<file path="src/brake_cfg.svh">
`ifndef BRAKE_CFG_SVH
`define BRAKE_CFG_SVH

// ****************************************
// timing
// ****************************************
`define CLK_PERIOD_NS 4
`define MS_NS 1000000
`define GRACE_MS 16'd5000
`define STANDSTILL_MS 16'd10000
`define FLASH_ON_MS 16'd250
`define FLASH_OFF_MS 16'd250
`define FLASH_GAP_MS 16'd1500
`define RED_BLINK_MS 16'd500
`define SEG_MIN_US 1250
`define REF_SEGMENTS 4
`define RPM_NS_NUM 64'd60000000000
`define BRAKE_ESCALATE 2'd3

// ****************************************
// register offsets
// ****************************************
`define OFF_CTRL 12'h000
`define OFF_MAINS_MS 12'h004
`define OFF_MIN_RPM 12'h008
`define OFF_TOL_PCT 12'h00c
`define OFF_WARN_TEMP 12'h010
`define OFF_STATUS 12'h014
`define OFF_INTERVAL 12'h018
`define OFF_REF_INTERVAL 12'h01c

// ****************************************
// fields and reset values
// ****************************************
`define CTRL_SPEED_EN 0
`define STAT_WARN 13
`define STAT_REF_VALID 14
`define STAT_MAINS_OK 15
`define MAINS_MS_RST 16'h01f4
`define MIN_RPM_RST 16'h09c4
`define TOL_PCT_RST 8'h50
`define WARN_TEMP_RST 8'h55

`endif

</file>
<file path="src/brake_pkg.sv">
package brake_pkg;

    // fault sets: bit n-1 holds flash code n
    typedef struct packed {
        logic [5:0] sr;
        logic [6:0] nsr;
    } faults_s;

    // plant state from the braking controller, same clock
    typedef struct packed {
        logic ready;
        logic motor_start;
        logic bypass;
        logic braking;
        logic standstill;
        logic device_test;
        logic size_check_done;
        logic current_in_limits;
        logic start_contact_missing;
        logic safety_circuit_fault;
        logic estop;
        logic motor_overtemp;
        logic motor_cooled;
        logic thermal_full;
        logic thermal_below_80;
        logic wrong_rotation;
        logic [7:0] device_temp;
    } plant_s;

    typedef enum logic [3:0] {
        FL_IDLE = 4'b0001,
        FL_ON = 4'b0010,
        FL_OFF = 4'b0100,
        FL_GAP = 4'b1000
    } flash_e;

endpackage

</file>
<file path="src/brake_fault_supervisor.sv">
// Our own choices: the register offsets and the APB slave port.
`timescale 1ns/1ps
`default_nettype none
`include "brake_cfg.svh"

module brake_fault_supervisor #(
    parameter int MS_CYCLES = `MS_NS / `CLK_PERIOD_NS
) (
    input wire logic pclk,
    input wire logic presetn,
    input wire logic psel,
    input wire logic penable,
    input wire logic pwrite,
    input wire logic [11:0] paddr,
    input wire logic [31:0] pwdata,
    output logic [31:0] prdata,
    output logic pready,
    output logic pslverr,
    input wire logic mains_phase_a_sense,
    input wire logic mains_phase_b_sense,
    input wire logic tool_speed_pulse_input,
    input wire brake_pkg::plant_s plant,
    output logic led_green,
    output logic led_red,
    output logic led_yellow,
    output logic start_enable,
    output logic temp_warning,
    output brake_pkg::faults_s faults
);

    // ****************************************
    // constants
    // ****************************************
    // 4-segment rpm = SPEED_K / interval; scaling to 4 segments makes
    // the min-rpm parameter mean the 4-segment value for any disc
    localparam logic [63:0] SPEED_K = `RPM_NS_NUM / 64'(`CLK_PERIOD_NS * `REF_SEGMENTS);
    // counted in clock cycles scaled by MS_CYCLES, so a shortened tick scales the segment floor too
    localparam logic [31:0] SEG_MIN_CYC = 32'((MS_CYCLES * `SEG_MIN_US) / 1000);

    // ****************************************
    // pin synchronisers
    // ****************************************
    logic [2:0] pin_raw;
    wire [2:0] pin_q;
    wire [2:0] pin_prev_q;
    assign pin_raw = {tool_speed_pulse_input, mains_phase_b_sense, mains_phase_a_sense};

    // three stages; a change counts once stages two and three agree
    genvar gi;
    generate
        for (gi = 0; gi < 3; gi++) begin : g_sync
            logic [2:0] s_q;
            logic lvl_q;
            logic lvl_prev_q;
            assign pin_q[gi] = lvl_q;
            assign pin_prev_q[gi] = lvl_prev_q;
            always_ff @(posedge pclk or negedge presetn) begin
                if (!presetn) begin
                    s_q <= 3'h0;
                    lvl_q <= 1'b0;
                    lvl_prev_q <= 1'b0;
                end else begin
                    s_q <= {s_q[1:0], pin_raw[gi]};
                    if (s_q[1] == s_q[2]) begin
                        lvl_q <= s_q[2];
                    end
                    lvl_prev_q <= lvl_q;
                end
            end
        end
    endgenerate

    logic mains_present;
    logic pulse_edge;
    assign mains_present = pin_q[0] | pin_q[1];
    assign pulse_edge = pin_q[2] & ~pin_prev_q[2];

    // ****************************************
    // registers over APB
    // ****************************************
    logic speed_en_q;
    logic [15:0] mains_ms_q;
    logic [15:0] min_rpm_q;
    logic [7:0] tol_pct_q;
    logic [7:0] warn_temp_q;
    logic [31:0] interval_q;
    logic [31:0] ref_interval_q;
    logic ref_valid_q;
    logic access;
    logic wr;
    logic mapped;
    logic [31:0] rd_d;

    // one wait state: pready rises in the second access cycle
    assign access = psel & penable & ~pready;
    assign wr = psel & penable & pready & pwrite;

    // read mux and decode
    always_comb begin
        rd_d = 32'h0;
        mapped = 1'b1;
        if (paddr == `OFF_CTRL) begin
            rd_d[`CTRL_SPEED_EN] = speed_en_q;
        end else if (paddr == `OFF_MAINS_MS) begin
            rd_d[15:0] = mains_ms_q;
        end else if (paddr == `OFF_MIN_RPM) begin
            rd_d[15:0] = min_rpm_q;
        end else if (paddr == `OFF_TOL_PCT) begin
            rd_d[7:0] = tol_pct_q;
        end else if (paddr == `OFF_WARN_TEMP) begin
            rd_d[7:0] = warn_temp_q;
        end else if (paddr == `OFF_STATUS) begin
            rd_d[12:0] = faults;
            rd_d[`STAT_WARN] = temp_warning;
            rd_d[`STAT_REF_VALID] = ref_valid_q;
            rd_d[`STAT_MAINS_OK] = mains_present;
        end else if (paddr == `OFF_INTERVAL) begin
            rd_d = interval_q;
        end else if (paddr == `OFF_REF_INTERVAL) begin
            rd_d = ref_interval_q;
        end else begin
            mapped = 1'b0;
        end
    end

    // bus answer; unmapped addresses give pslverr and zero data
    always_ff @(posedge pclk or negedge presetn) begin
        if (!presetn) begin
            pready <= 1'b0;
            prdata <= 32'h0;
            pslverr <= 1'b0;
        end else begin
            pready <= access;
            prdata <= (access & ~pwrite) ? rd_d : 32'h0;
            pslverr <= access & ~mapped;
        end
    end

    // writable settings; writes to read-only offsets are dropped
    always_ff @(posedge pclk or negedge presetn) begin
        if (!presetn) begin
            speed_en_q <= 1'b0;
            mains_ms_q <= `MAINS_MS_RST;
            min_rpm_q <= `MIN_RPM_RST;
            tol_pct_q <= `TOL_PCT_RST;
            warn_temp_q <= `WARN_TEMP_RST;
        end else if (wr) begin
            if (paddr == `OFF_CTRL) begin
                speed_en_q <= pwdata[`CTRL_SPEED_EN];
            end else if (paddr == `OFF_MAINS_MS) begin
                mains_ms_q <= pwdata[15:0];
            end else if (paddr == `OFF_MIN_RPM) begin
                min_rpm_q <= pwdata[15:0];
            end else if (paddr == `OFF_TOL_PCT) begin
                tol_pct_q <= pwdata[7:0];
            end else if (paddr == `OFF_WARN_TEMP) begin
                warn_temp_q <= pwdata[7:0];
            end
        end
    end

    // ****************************************
    // millisecond tick
    // ****************************************
    logic [31:0] ms_cnt_q;
    logic ms_tick;
    assign ms_tick = (ms_cnt_q == 32'(MS_CYCLES - 1));

    always_ff @(posedge pclk or negedge presetn) begin
        if (!presetn) begin
            ms_cnt_q <= 32'h0;
        end else begin
            ms_cnt_q <= ms_tick ? 32'h0 : ms_cnt_q + 32'h1;
        end
    end

    // ****************************************
    // mains monitoring
    // ****************************************
    logic grace_q;
    logic [15:0] absent_ms_q;
    logic [15:0] mains_limit;
    logic mains_fail;
    assign mains_limit = grace_q ? `GRACE_MS : mains_ms_q;
    assign mains_fail = ~mains_present & (absent_ms_q >= mains_limit);

    // grace ends at first mains sight or once it has run out
    always_ff @(posedge pclk or negedge presetn) begin
        if (!presetn) begin
            grace_q <= 1'b1;
            absent_ms_q <= 16'h0;
        end else begin
            if (mains_present) begin
                grace_q <= 1'b0;
                absent_ms_q <= 16'h0;
            end else if (ms_tick && !mains_fail) begin
                absent_ms_q <= absent_ms_q + 16'h1;
            end
            if (mains_fail) begin
                grace_q <= 1'b0;
            end
        end
    end

    // ****************************************
    // tool speed measurement
    // ****************************************
    logic [31:0] run_cnt_q;
    logic [31:0] eff_interval;
    logic bypass_prev_q;
    logic speed_low_min;
    logic speed_low_tol;

    // the running count covers a stalled disc that sends no edges;
    // SPEED_K fits in 32 bits, so a nonzero min-rpm trips before the count saturates
    assign eff_interval = (run_cnt_q > interval_q) ? run_cnt_q : interval_q;
    assign speed_low_min = 64'(min_rpm_q) * 64'(eff_interval) > SPEED_K;
    assign speed_low_tol = ref_valid_q &&
        (64'(tol_pct_q) * 64'(eff_interval) > 64'(ref_interval_q) * 64'd100);

    always_ff @(posedge pclk or negedge presetn) begin
        if (!presetn) begin
            run_cnt_q <= 32'h0;
            interval_q <= 32'h0;
        end else if (!speed_en_q) begin
            run_cnt_q <= 32'h0;
            interval_q <= 32'h0;
        end else if (pulse_edge) begin
            interval_q <= run_cnt_q;
            run_cnt_q <= 32'h1;
        end else if (run_cnt_q != 32'hffffffff) begin
            run_cnt_q <= run_cnt_q + 32'h1;
        end
    end

    // reference: first full interval after bypass is reached
    always_ff @(posedge pclk or negedge presetn) begin
        if (!presetn) begin
            bypass_prev_q <= 1'b0;
            ref_valid_q <= 1'b0;
            ref_interval_q <= 32'h0;
        end else begin
            bypass_prev_q <= plant.bypass;
            if (!plant.bypass || !speed_en_q) begin
                ref_valid_q <= 1'b0;
            end else if (pulse_edge && bypass_prev_q && !ref_valid_q && interval_q != 32'h0 &&
                         run_cnt_q >= SEG_MIN_CYC) begin
                ref_valid_q <= 1'b1;
                ref_interval_q <= run_cnt_q;
            end
        end
    end

    // ****************************************
    // braking time monitor
    // ****************************************
    logic [15:0] brake_ms_q;
    logic brake_active_q;
    logic [1:0] timeout_run_q;
    logic brake_timeout;
    assign brake_timeout = brake_active_q && !plant.standstill &&
                           ms_tick && (brake_ms_q == `STANDSTILL_MS - 16'h1);

    // consecutive count resets only on a braking that reached standstill
    always_ff @(posedge pclk or negedge presetn) begin
        if (!presetn) begin
            brake_ms_q <= 16'h0;
            brake_active_q <= 1'b0;
            timeout_run_q <= 2'h0;
        end else begin
            if (plant.braking && !brake_active_q && brake_ms_q == 16'h0) begin
                brake_active_q <= 1'b1;
            end else if (brake_active_q && plant.standstill) begin
                brake_active_q <= 1'b0;
                timeout_run_q <= 2'h0;
            end else if (brake_timeout) begin
                brake_active_q <= 1'b0;
                if (timeout_run_q != `BRAKE_ESCALATE) begin
                    timeout_run_q <= timeout_run_q + 2'h1;
                end
            end
            if (brake_active_q && ms_tick) begin
                brake_ms_q <= brake_ms_q + 16'h1;
            end else if (!plant.braking) begin
                brake_ms_q <= 16'h0;
            end
        end
    end

    // ****************************************
    // fault latches
    // ****************************************
    logic motor_start_prev_q;
    logic start_edge;
    logic [6:0] nsr_set;
    logic [6:0] nsr_clr;
    logic [5:0] sr_set;
    logic escalate;
    assign start_edge = plant.motor_start & ~motor_start_prev_q;
    assign escalate = brake_timeout && (timeout_run_q == `BRAKE_ESCALATE - 2'h1);

    // event sources, code n on bit n-1
    always_comb begin
        nsr_set = 7'h0;
        nsr_set[0] = mains_fail;
        nsr_set[1] = brake_timeout;
        nsr_set[2] = plant.motor_overtemp;
        nsr_set[3] = plant.thermal_full;
        nsr_set[4] = speed_en_q && plant.bypass && (speed_low_min || speed_low_tol);
        nsr_set[5] = speed_en_q && plant.standstill && pulse_edge;
        nsr_set[6] = plant.wrong_rotation;
        // temperature faults leave only on cooling, the rest on start
        nsr_clr = start_edge ? 7'h73 : 7'h0;
        nsr_clr[2] = plant.motor_cooled;
        nsr_clr[3] = plant.thermal_below_80;
        sr_set = 6'h0;
        sr_set[0] = plant.device_test && plant.size_check_done &&
                    !plant.current_in_limits;
        sr_set[1] = plant.start_contact_missing;
        sr_set[2] = escalate && !plant.device_test;
        sr_set[3] = escalate && plant.device_test;
        sr_set[4] = plant.safety_circuit_fault;
        sr_set[5] = plant.estop;
    end

    // set wins over clear; safety faults only leave on reset
    always_ff @(posedge pclk or negedge presetn) begin
        if (!presetn) begin
            faults <= '0;
            motor_start_prev_q <= 1'b0;
        end else begin
            motor_start_prev_q <= plant.motor_start;
            faults.nsr <= nsr_set | (faults.nsr & ~nsr_clr);
            faults.sr <= faults.sr | sr_set;
        end
    end

    // ****************************************
    // ready, start enable and warning
    // ****************************************
    always_ff @(posedge pclk or negedge presetn) begin
        if (!presetn) begin
            led_green <= 1'b0;
            start_enable <= 1'b0;
            temp_warning <= 1'b0;
        end else begin
            led_green <= plant.ready && (faults.sr == 6'h0);
            start_enable <= plant.ready && (faults.sr == 6'h0) && !sr_set[0];
            temp_warning <= plant.device_temp >= warn_temp_q;
        end
    end

    // ****************************************
    // flash code indicator
    // ****************************************
    brake_pkg::flash_e fl_q;
    logic [15:0] fl_ms_q;
    logic [2:0] fl_left_q;
    logic [15:0] red_ms_q;
    logic [2:0] code;
    logic safety_shown;

    // safety codes take precedence; lowest code of a set is shown
    always_comb begin
        code = 3'h0;
        safety_shown = faults.sr != 6'h0;
        for (int i = 6; i >= 0; i--) begin
            if (safety_shown ? (i < 6 && faults.sr[i]) : faults.nsr[i]) begin
                code = 3'(i + 1);
            end
        end
    end

    // one group: code blinks, then a long gap; a new code waits for the gap
    always_ff @(posedge pclk or negedge presetn) begin
        if (!presetn) begin
            fl_q <= brake_pkg::FL_IDLE;
            fl_ms_q <= 16'h0;
            fl_left_q <= 3'h0;
            led_yellow <= 1'b0;
        end else begin
            if (ms_tick) begin
                fl_ms_q <= fl_ms_q + 16'h1;
            end
            case (fl_q)
                brake_pkg::FL_IDLE: begin
                    led_yellow <= 1'b0;
                    if (code != 3'h0) begin
                        fl_q <= brake_pkg::FL_ON;
                        fl_left_q <= code;
                        fl_ms_q <= 16'h0;
                        led_yellow <= 1'b1;
                    end
                end
                brake_pkg::FL_ON: begin
                    if (fl_ms_q >= `FLASH_ON_MS) begin
                        fl_q <= brake_pkg::FL_OFF;
                        fl_ms_q <= 16'h0;
                        fl_left_q <= fl_left_q - 3'h1;
                        led_yellow <= 1'b0;
                    end
                end
                brake_pkg::FL_OFF: begin
                    if (fl_left_q == 3'h0) begin
                        fl_q <= brake_pkg::FL_GAP;
                    end else if (fl_ms_q >= `FLASH_OFF_MS) begin
                        fl_q <= brake_pkg::FL_ON;
                        fl_ms_q <= 16'h0;
                        led_yellow <= 1'b1;
                    end
                end
                brake_pkg::FL_GAP: begin
                    if (fl_ms_q >= `FLASH_GAP_MS) begin
                        fl_q <= brake_pkg::FL_IDLE;
                    end
                end
                default: begin
                    fl_q <= brake_pkg::FL_IDLE;
                end
            endcase
        end
    end

    // red: steady for safety faults, blinking for the others
    always_ff @(posedge pclk or negedge presetn) begin
        if (!presetn) begin
            red_ms_q <= 16'h0;
            led_red <= 1'b0;
        end else if (faults.sr != 6'h0) begin
            led_red <= 1'b1;
        end else if (faults.nsr == 7'h0) begin
            led_red <= 1'b0;
            red_ms_q <= 16'h0;
        end else if (ms_tick) begin
            if (red_ms_q >= `RED_BLINK_MS - 16'h1) begin
                red_ms_q <= 16'h0;
                led_red <= ~led_red;
            end else begin
                red_ms_q <= red_ms_q + 16'h1;
            end
        end
    end

endmodule
`default_nettype wire

</file>
<file path="config.mk">
export PLATFORM = sky130hd
export DESIGN_NAME = brake_fault_supervisor
export DESIGN_NICKNAME = d
export VERILOG_FILES = /design/src/brake_pkg.sv /design/src/brake_fault_supervisor.sv
export VERILOG_INCLUDE_DIRS = /design/src
export SDC_FILE = /design/constraint.sdc
export NUM_CORES = 2
export LEC_CHECK = 0
export ABC_AREA = 0
export BUFFER_PORTS_ARGS = -buffer_cell sky130_fd_sc_hd__buf_2
export CELL_PAD_IN_SITES_DETAIL_PLACEMENT = 0
export CELL_PAD_IN_SITES_GLOBAL_PLACEMENT = 2
export CORE_MARGIN = 10
export CORE_UTILIZATION = 41
export CTS_CLUSTER_DIAMETER = 80
export DETAILED_ROUTE_END_ITERATION = 7
export PLACE_DENSITY = 0.82
export SYNTH_ARGS = -nofsm -noshare
export SYNTH_HDL_FRONTEND = slang
export SYNTH_SLANG_ARGS = --single-unit
</file>
<file path="constraint.sdc">
create_clock -name pclk -period 10.71 [get_ports pclk]
set_input_delay 0.5355 -clock pclk [delete_from_list [all_inputs] [get_ports pclk]]
set_output_delay 0.5355 -clock pclk [all_outputs]
set_load 0.02 [all_outputs]
</file>
==> results.json <==
{
  "status": "finished, violations left",
  "violations": "negative hold slack",
  "grt_pass1_wl_um": 216000,
  "dr.pass1.iters": 8,
  "maxCapViolations": 0,
  "gr-total-overflow": 0,
  "dp.final_hpwl_um": 105000,
  "cp-start-kind": "register",
  "cts_made_buffers": 39,
  "cpLargestDelayFamily": "compound AO/OA/AOI/OAI gates",
  "drcViolationCount": 0,
  "antenna_found_initial": 4,
  "ir_worst_vdd_mv": 0.104,
  "syn-num-nets": 6188,
  "synth_area_per_cell_um2": 8.81,
  "path_buf_inv": 9,
  "timing.hold.ws_ns": -0.0228,
  "routedWlPerCell_um": 20.6,
  "fin_cells": 6576,
  "cts_buffer_depth": 3,
  "post-place-ws_ns": -0.224,
  "io_pins": 128,
  "synth_top_area_share": 0.278,
  "p_leak_nw": 24.3,
  "dieHeight_um": 351,
  "ys_types": 85,
  "synth_seq_cells": 320,
  "vias_per_cell": 5.38,
  "setup_viol": 0,
  "crit_type": "register to register",
  "num_vias": 35400,
  "track_usage": 0.224,
  "yosys-top-cells-area": "fa_1 28%, dfrtp_1 17%, ha_1 11%",
  "hold_class": "input port to asynchronous set/reset pin",
  "final_max_slew_viol_count": 0,
  "initial_core_util": 0.413,
  "synth_edf_count": 0,
  "async_reset_ff_frac": 1.00,
  "setup_ws_ns": 0.476,
  "synth_area_leader_cell": "fa_1",
  "slowest_delay_ns": 0.59,
  "post-route-period-util": 0.956,
  "num_rows": 121,
  "fmaxAchievable_mhz": 97.7,
  "cpMaxStageDelayCell": "or4_1",
  "drive_above_1_share": 0.0886,
  "clk_pin_slew_ns": 0.06,
  "synth_seq_area_share": 0.179,
  "netlist_instances": 5100,
  "cts_tree": "built",
  "cp_data_arrival_time_ns": 10.67,
  "endpoint_kind": "register",
  "syn_area_um2": 44900,
  "cp_max_fo": 29,
  "wl_um": 135000,
  "core_area_um2": 109000,
  "die_x_um": 351,
  "cts_sinks": 320,
  "ant_nets": 0,
  "finalSetupTns_ns": 0,
  "ys_warn_count": 0,
  "dp_cells": 6494,
  "grt_max_degree": 96,
  "tightest_slew_ns": 1.46,
  "cts_max_level": 2,
  "syn_to_final_growth_pct": 8.21,
  "insertion_delay_ns": 0.60,
  "die_area_um2": 123000,
  "relSlewSlack": 0.0236,
  "power_density_nw_per_um2": 57.3,
  "cts-root-buf": "clkbuf_16",
  "skew_ns": 0.0354,
  "drtIter0Drc": 2442,
  "gp_congestion": 0.902,
  "nNetsFinal": 6214,
  "fin_crit_ns": 10.23,
  "first_global_vias": 36300,
  "io_buffers": 111,
  "critPathRequiredTime_ns": 11.15,
  "synth_ff_type": "dfrtp_1",
  "hold_violations": 8
}
## sequential cells by signal (all words and copies together), names as in the netlist, 4 cells and up
signal and cells:
brake_ms_q 16, min_rpm_q 16, absent_ms_q 16, fl_q 4
ref_interval_q 32, g_sync.s_q 9, prdata 32, run_cnt_q 32
interval_q 32, faults 13, fl_ms_q 16, ms_cnt_q 32
mains_ms_q 16, tol_pct_q 8, warn_temp_q 8, red_ms_q 16
## per-stage QoR
| step | power [mW] | area, um^2 | utilization |
|---|---|---|---|
| 4_1_cts | 2.82 | 48500 | 0.446 |
| 6_report | 2.79 | 48600 | 0.447 |
| 2_1_floorplan | 1.35 | 44900 | - |
| 3_3_place_gp | 1.43 | 47200 | 0.433 |
| 3_5_place_dp | 1.43 | 47200 | 0.433 |
| 5_1_grt | 2.90 | 48600 | 0.447 |
## routing by layer
metal | track usage | wire length (um)
met1 | 0.308 | 60700
met2 | 0.371 | 64200
met3 | 0.0339 | 7420
met4 | 0.0495 | 2930
met5 | 0 | 13
## final cells by class
| cell class | count | area (um^2) |
|---|---|---|
| fillers | 10700 | 60200 |
| multi-input cells | 3665 | 32700 |
| flip-flops and latches | 320 | 8050 |
| inverters | 872 | 3270 |
| well taps | 1414 | 1770 |
| repair buffers | 228 | 1470 |
| clock buffers | 55 | 1110 |
| clock inverters | 17 | 221 |
| diodes | 5 | 12.5 |
## worst register-to-register path, delay by kind of cell (launching register included)
family,cells,cell delay [ns]
compound gates,18,3.12
fa+ha+maj,7,2.98
simple gates,6,1.62
buf+inv,9,1.28
mux,1,0.49
flops,1,0.44
xor+xnor,1,0.14
## cells in the mapped netlist (26+ instances only)
| library cell | n |
|---|---|
| a31oi_1 | 31 |
| ha_1 | 387 |
| nand2b_1 | 42 |
| and3_1 | 36 |
| nor2_1 | 217 |
| or3_1 | 33 |
| nor2b_1 | 26 |
| a22oi_1 | 41 |
| xnor2_1 | 81 |
| fa_1 | 625 |
| xor2_1 | 74 |
| dfrtp_1 | 301 |
| and2_1 | 310 |
| o21ai_0 | 180 |
| mux2_2 | 85 |
| inv_1 | 872 |
| nor4_1 | 31 |
| nand2_1 | 716 |
| nor3_1 | 59 |
| nand3_1 | 94 |
| a21oi_1 | 174 |
| a21o_1 | 52 |
| buf_2 | 61 |
| clkbuf_1 | 167 |
| nand4_1 | 56 |
## cells by family (layout without fill, tap and decap cells)
logic type               Yosys count  count (layout)  share of synthesized area
AO/OA/AOI/OAI                    704             704                      0.102
XOR/XNOR                         155             155                     0.0302
adder cells (fa/ha/maj)         1015            1015                      0.387
buffers and inverters           1115            1172                     0.0954
flip-flops                       320             320                      0.179
multiplexers                     100             100                     0.0246
other                              0               5                          0
AND/OR/NAND/NOR                 1691            1691                      0.183
## report_power, final
part / switching, mW / internal [mW]
combinational: 0.102 / 0.0494
sequential: 0.0232 / 1.23
clock: 0.599 / 0.786
total: 0.724 / 2.06
## worst paths after layout
path                                               to  slack [ns]                        from  cells past startpoint
setup / recovery                  faults[4]$_DFF_PN0_        0.48  interval_q[29]$_DFFE_PN0P_                     42
hold / removal                   prdata[12]$_DFF_PN0_       -0.02                     presetn                      1
setup reg to reg                  faults[4]$_DFF_PN0_        0.48  interval_q[29]$_DFFE_PN0P_                     42
hold reg to reg            g_sync[1].s_q[1]$_DFF_PN0_        0.35  g_sync[1].s_q[0]$_DFF_PN0_                      0
max in group asynchronous    min_rpm_q[3]$_DFFE_PN0P_        8.26                     presetn                      3
min in group pclk          g_sync[1].s_q[0]$_DFF_PN0_        0.04         mains_phase_b_sense                      1
## what timing repair did
item | CTS | global route
resized for setup | 2 | 15
buffers inserted | 0 | 3
pin swaps | 0 | 4
endpoints found under the hold margin | 2 | 0
endpoints found under the setup margin | 1 | 1
hold buffers | 2 | 0
## cell usage in the layout (no fill, tap or decap), types with 56 or more instances in the layout
cell and count:
inv_1 872, fa_1 625, buf_4 113, nand4_1 56
buf_2 110, dfrtp_1 288, nor3_1 58, xor2_1 74
nor2_1 213, and2_1 310, xnor2_1 81, a21oi_1 172
nand2_1 716, o21ai_0 175, mux2_2 83, ha_1 387
nand3_1 94
Power figures use the tool's default switching activity.
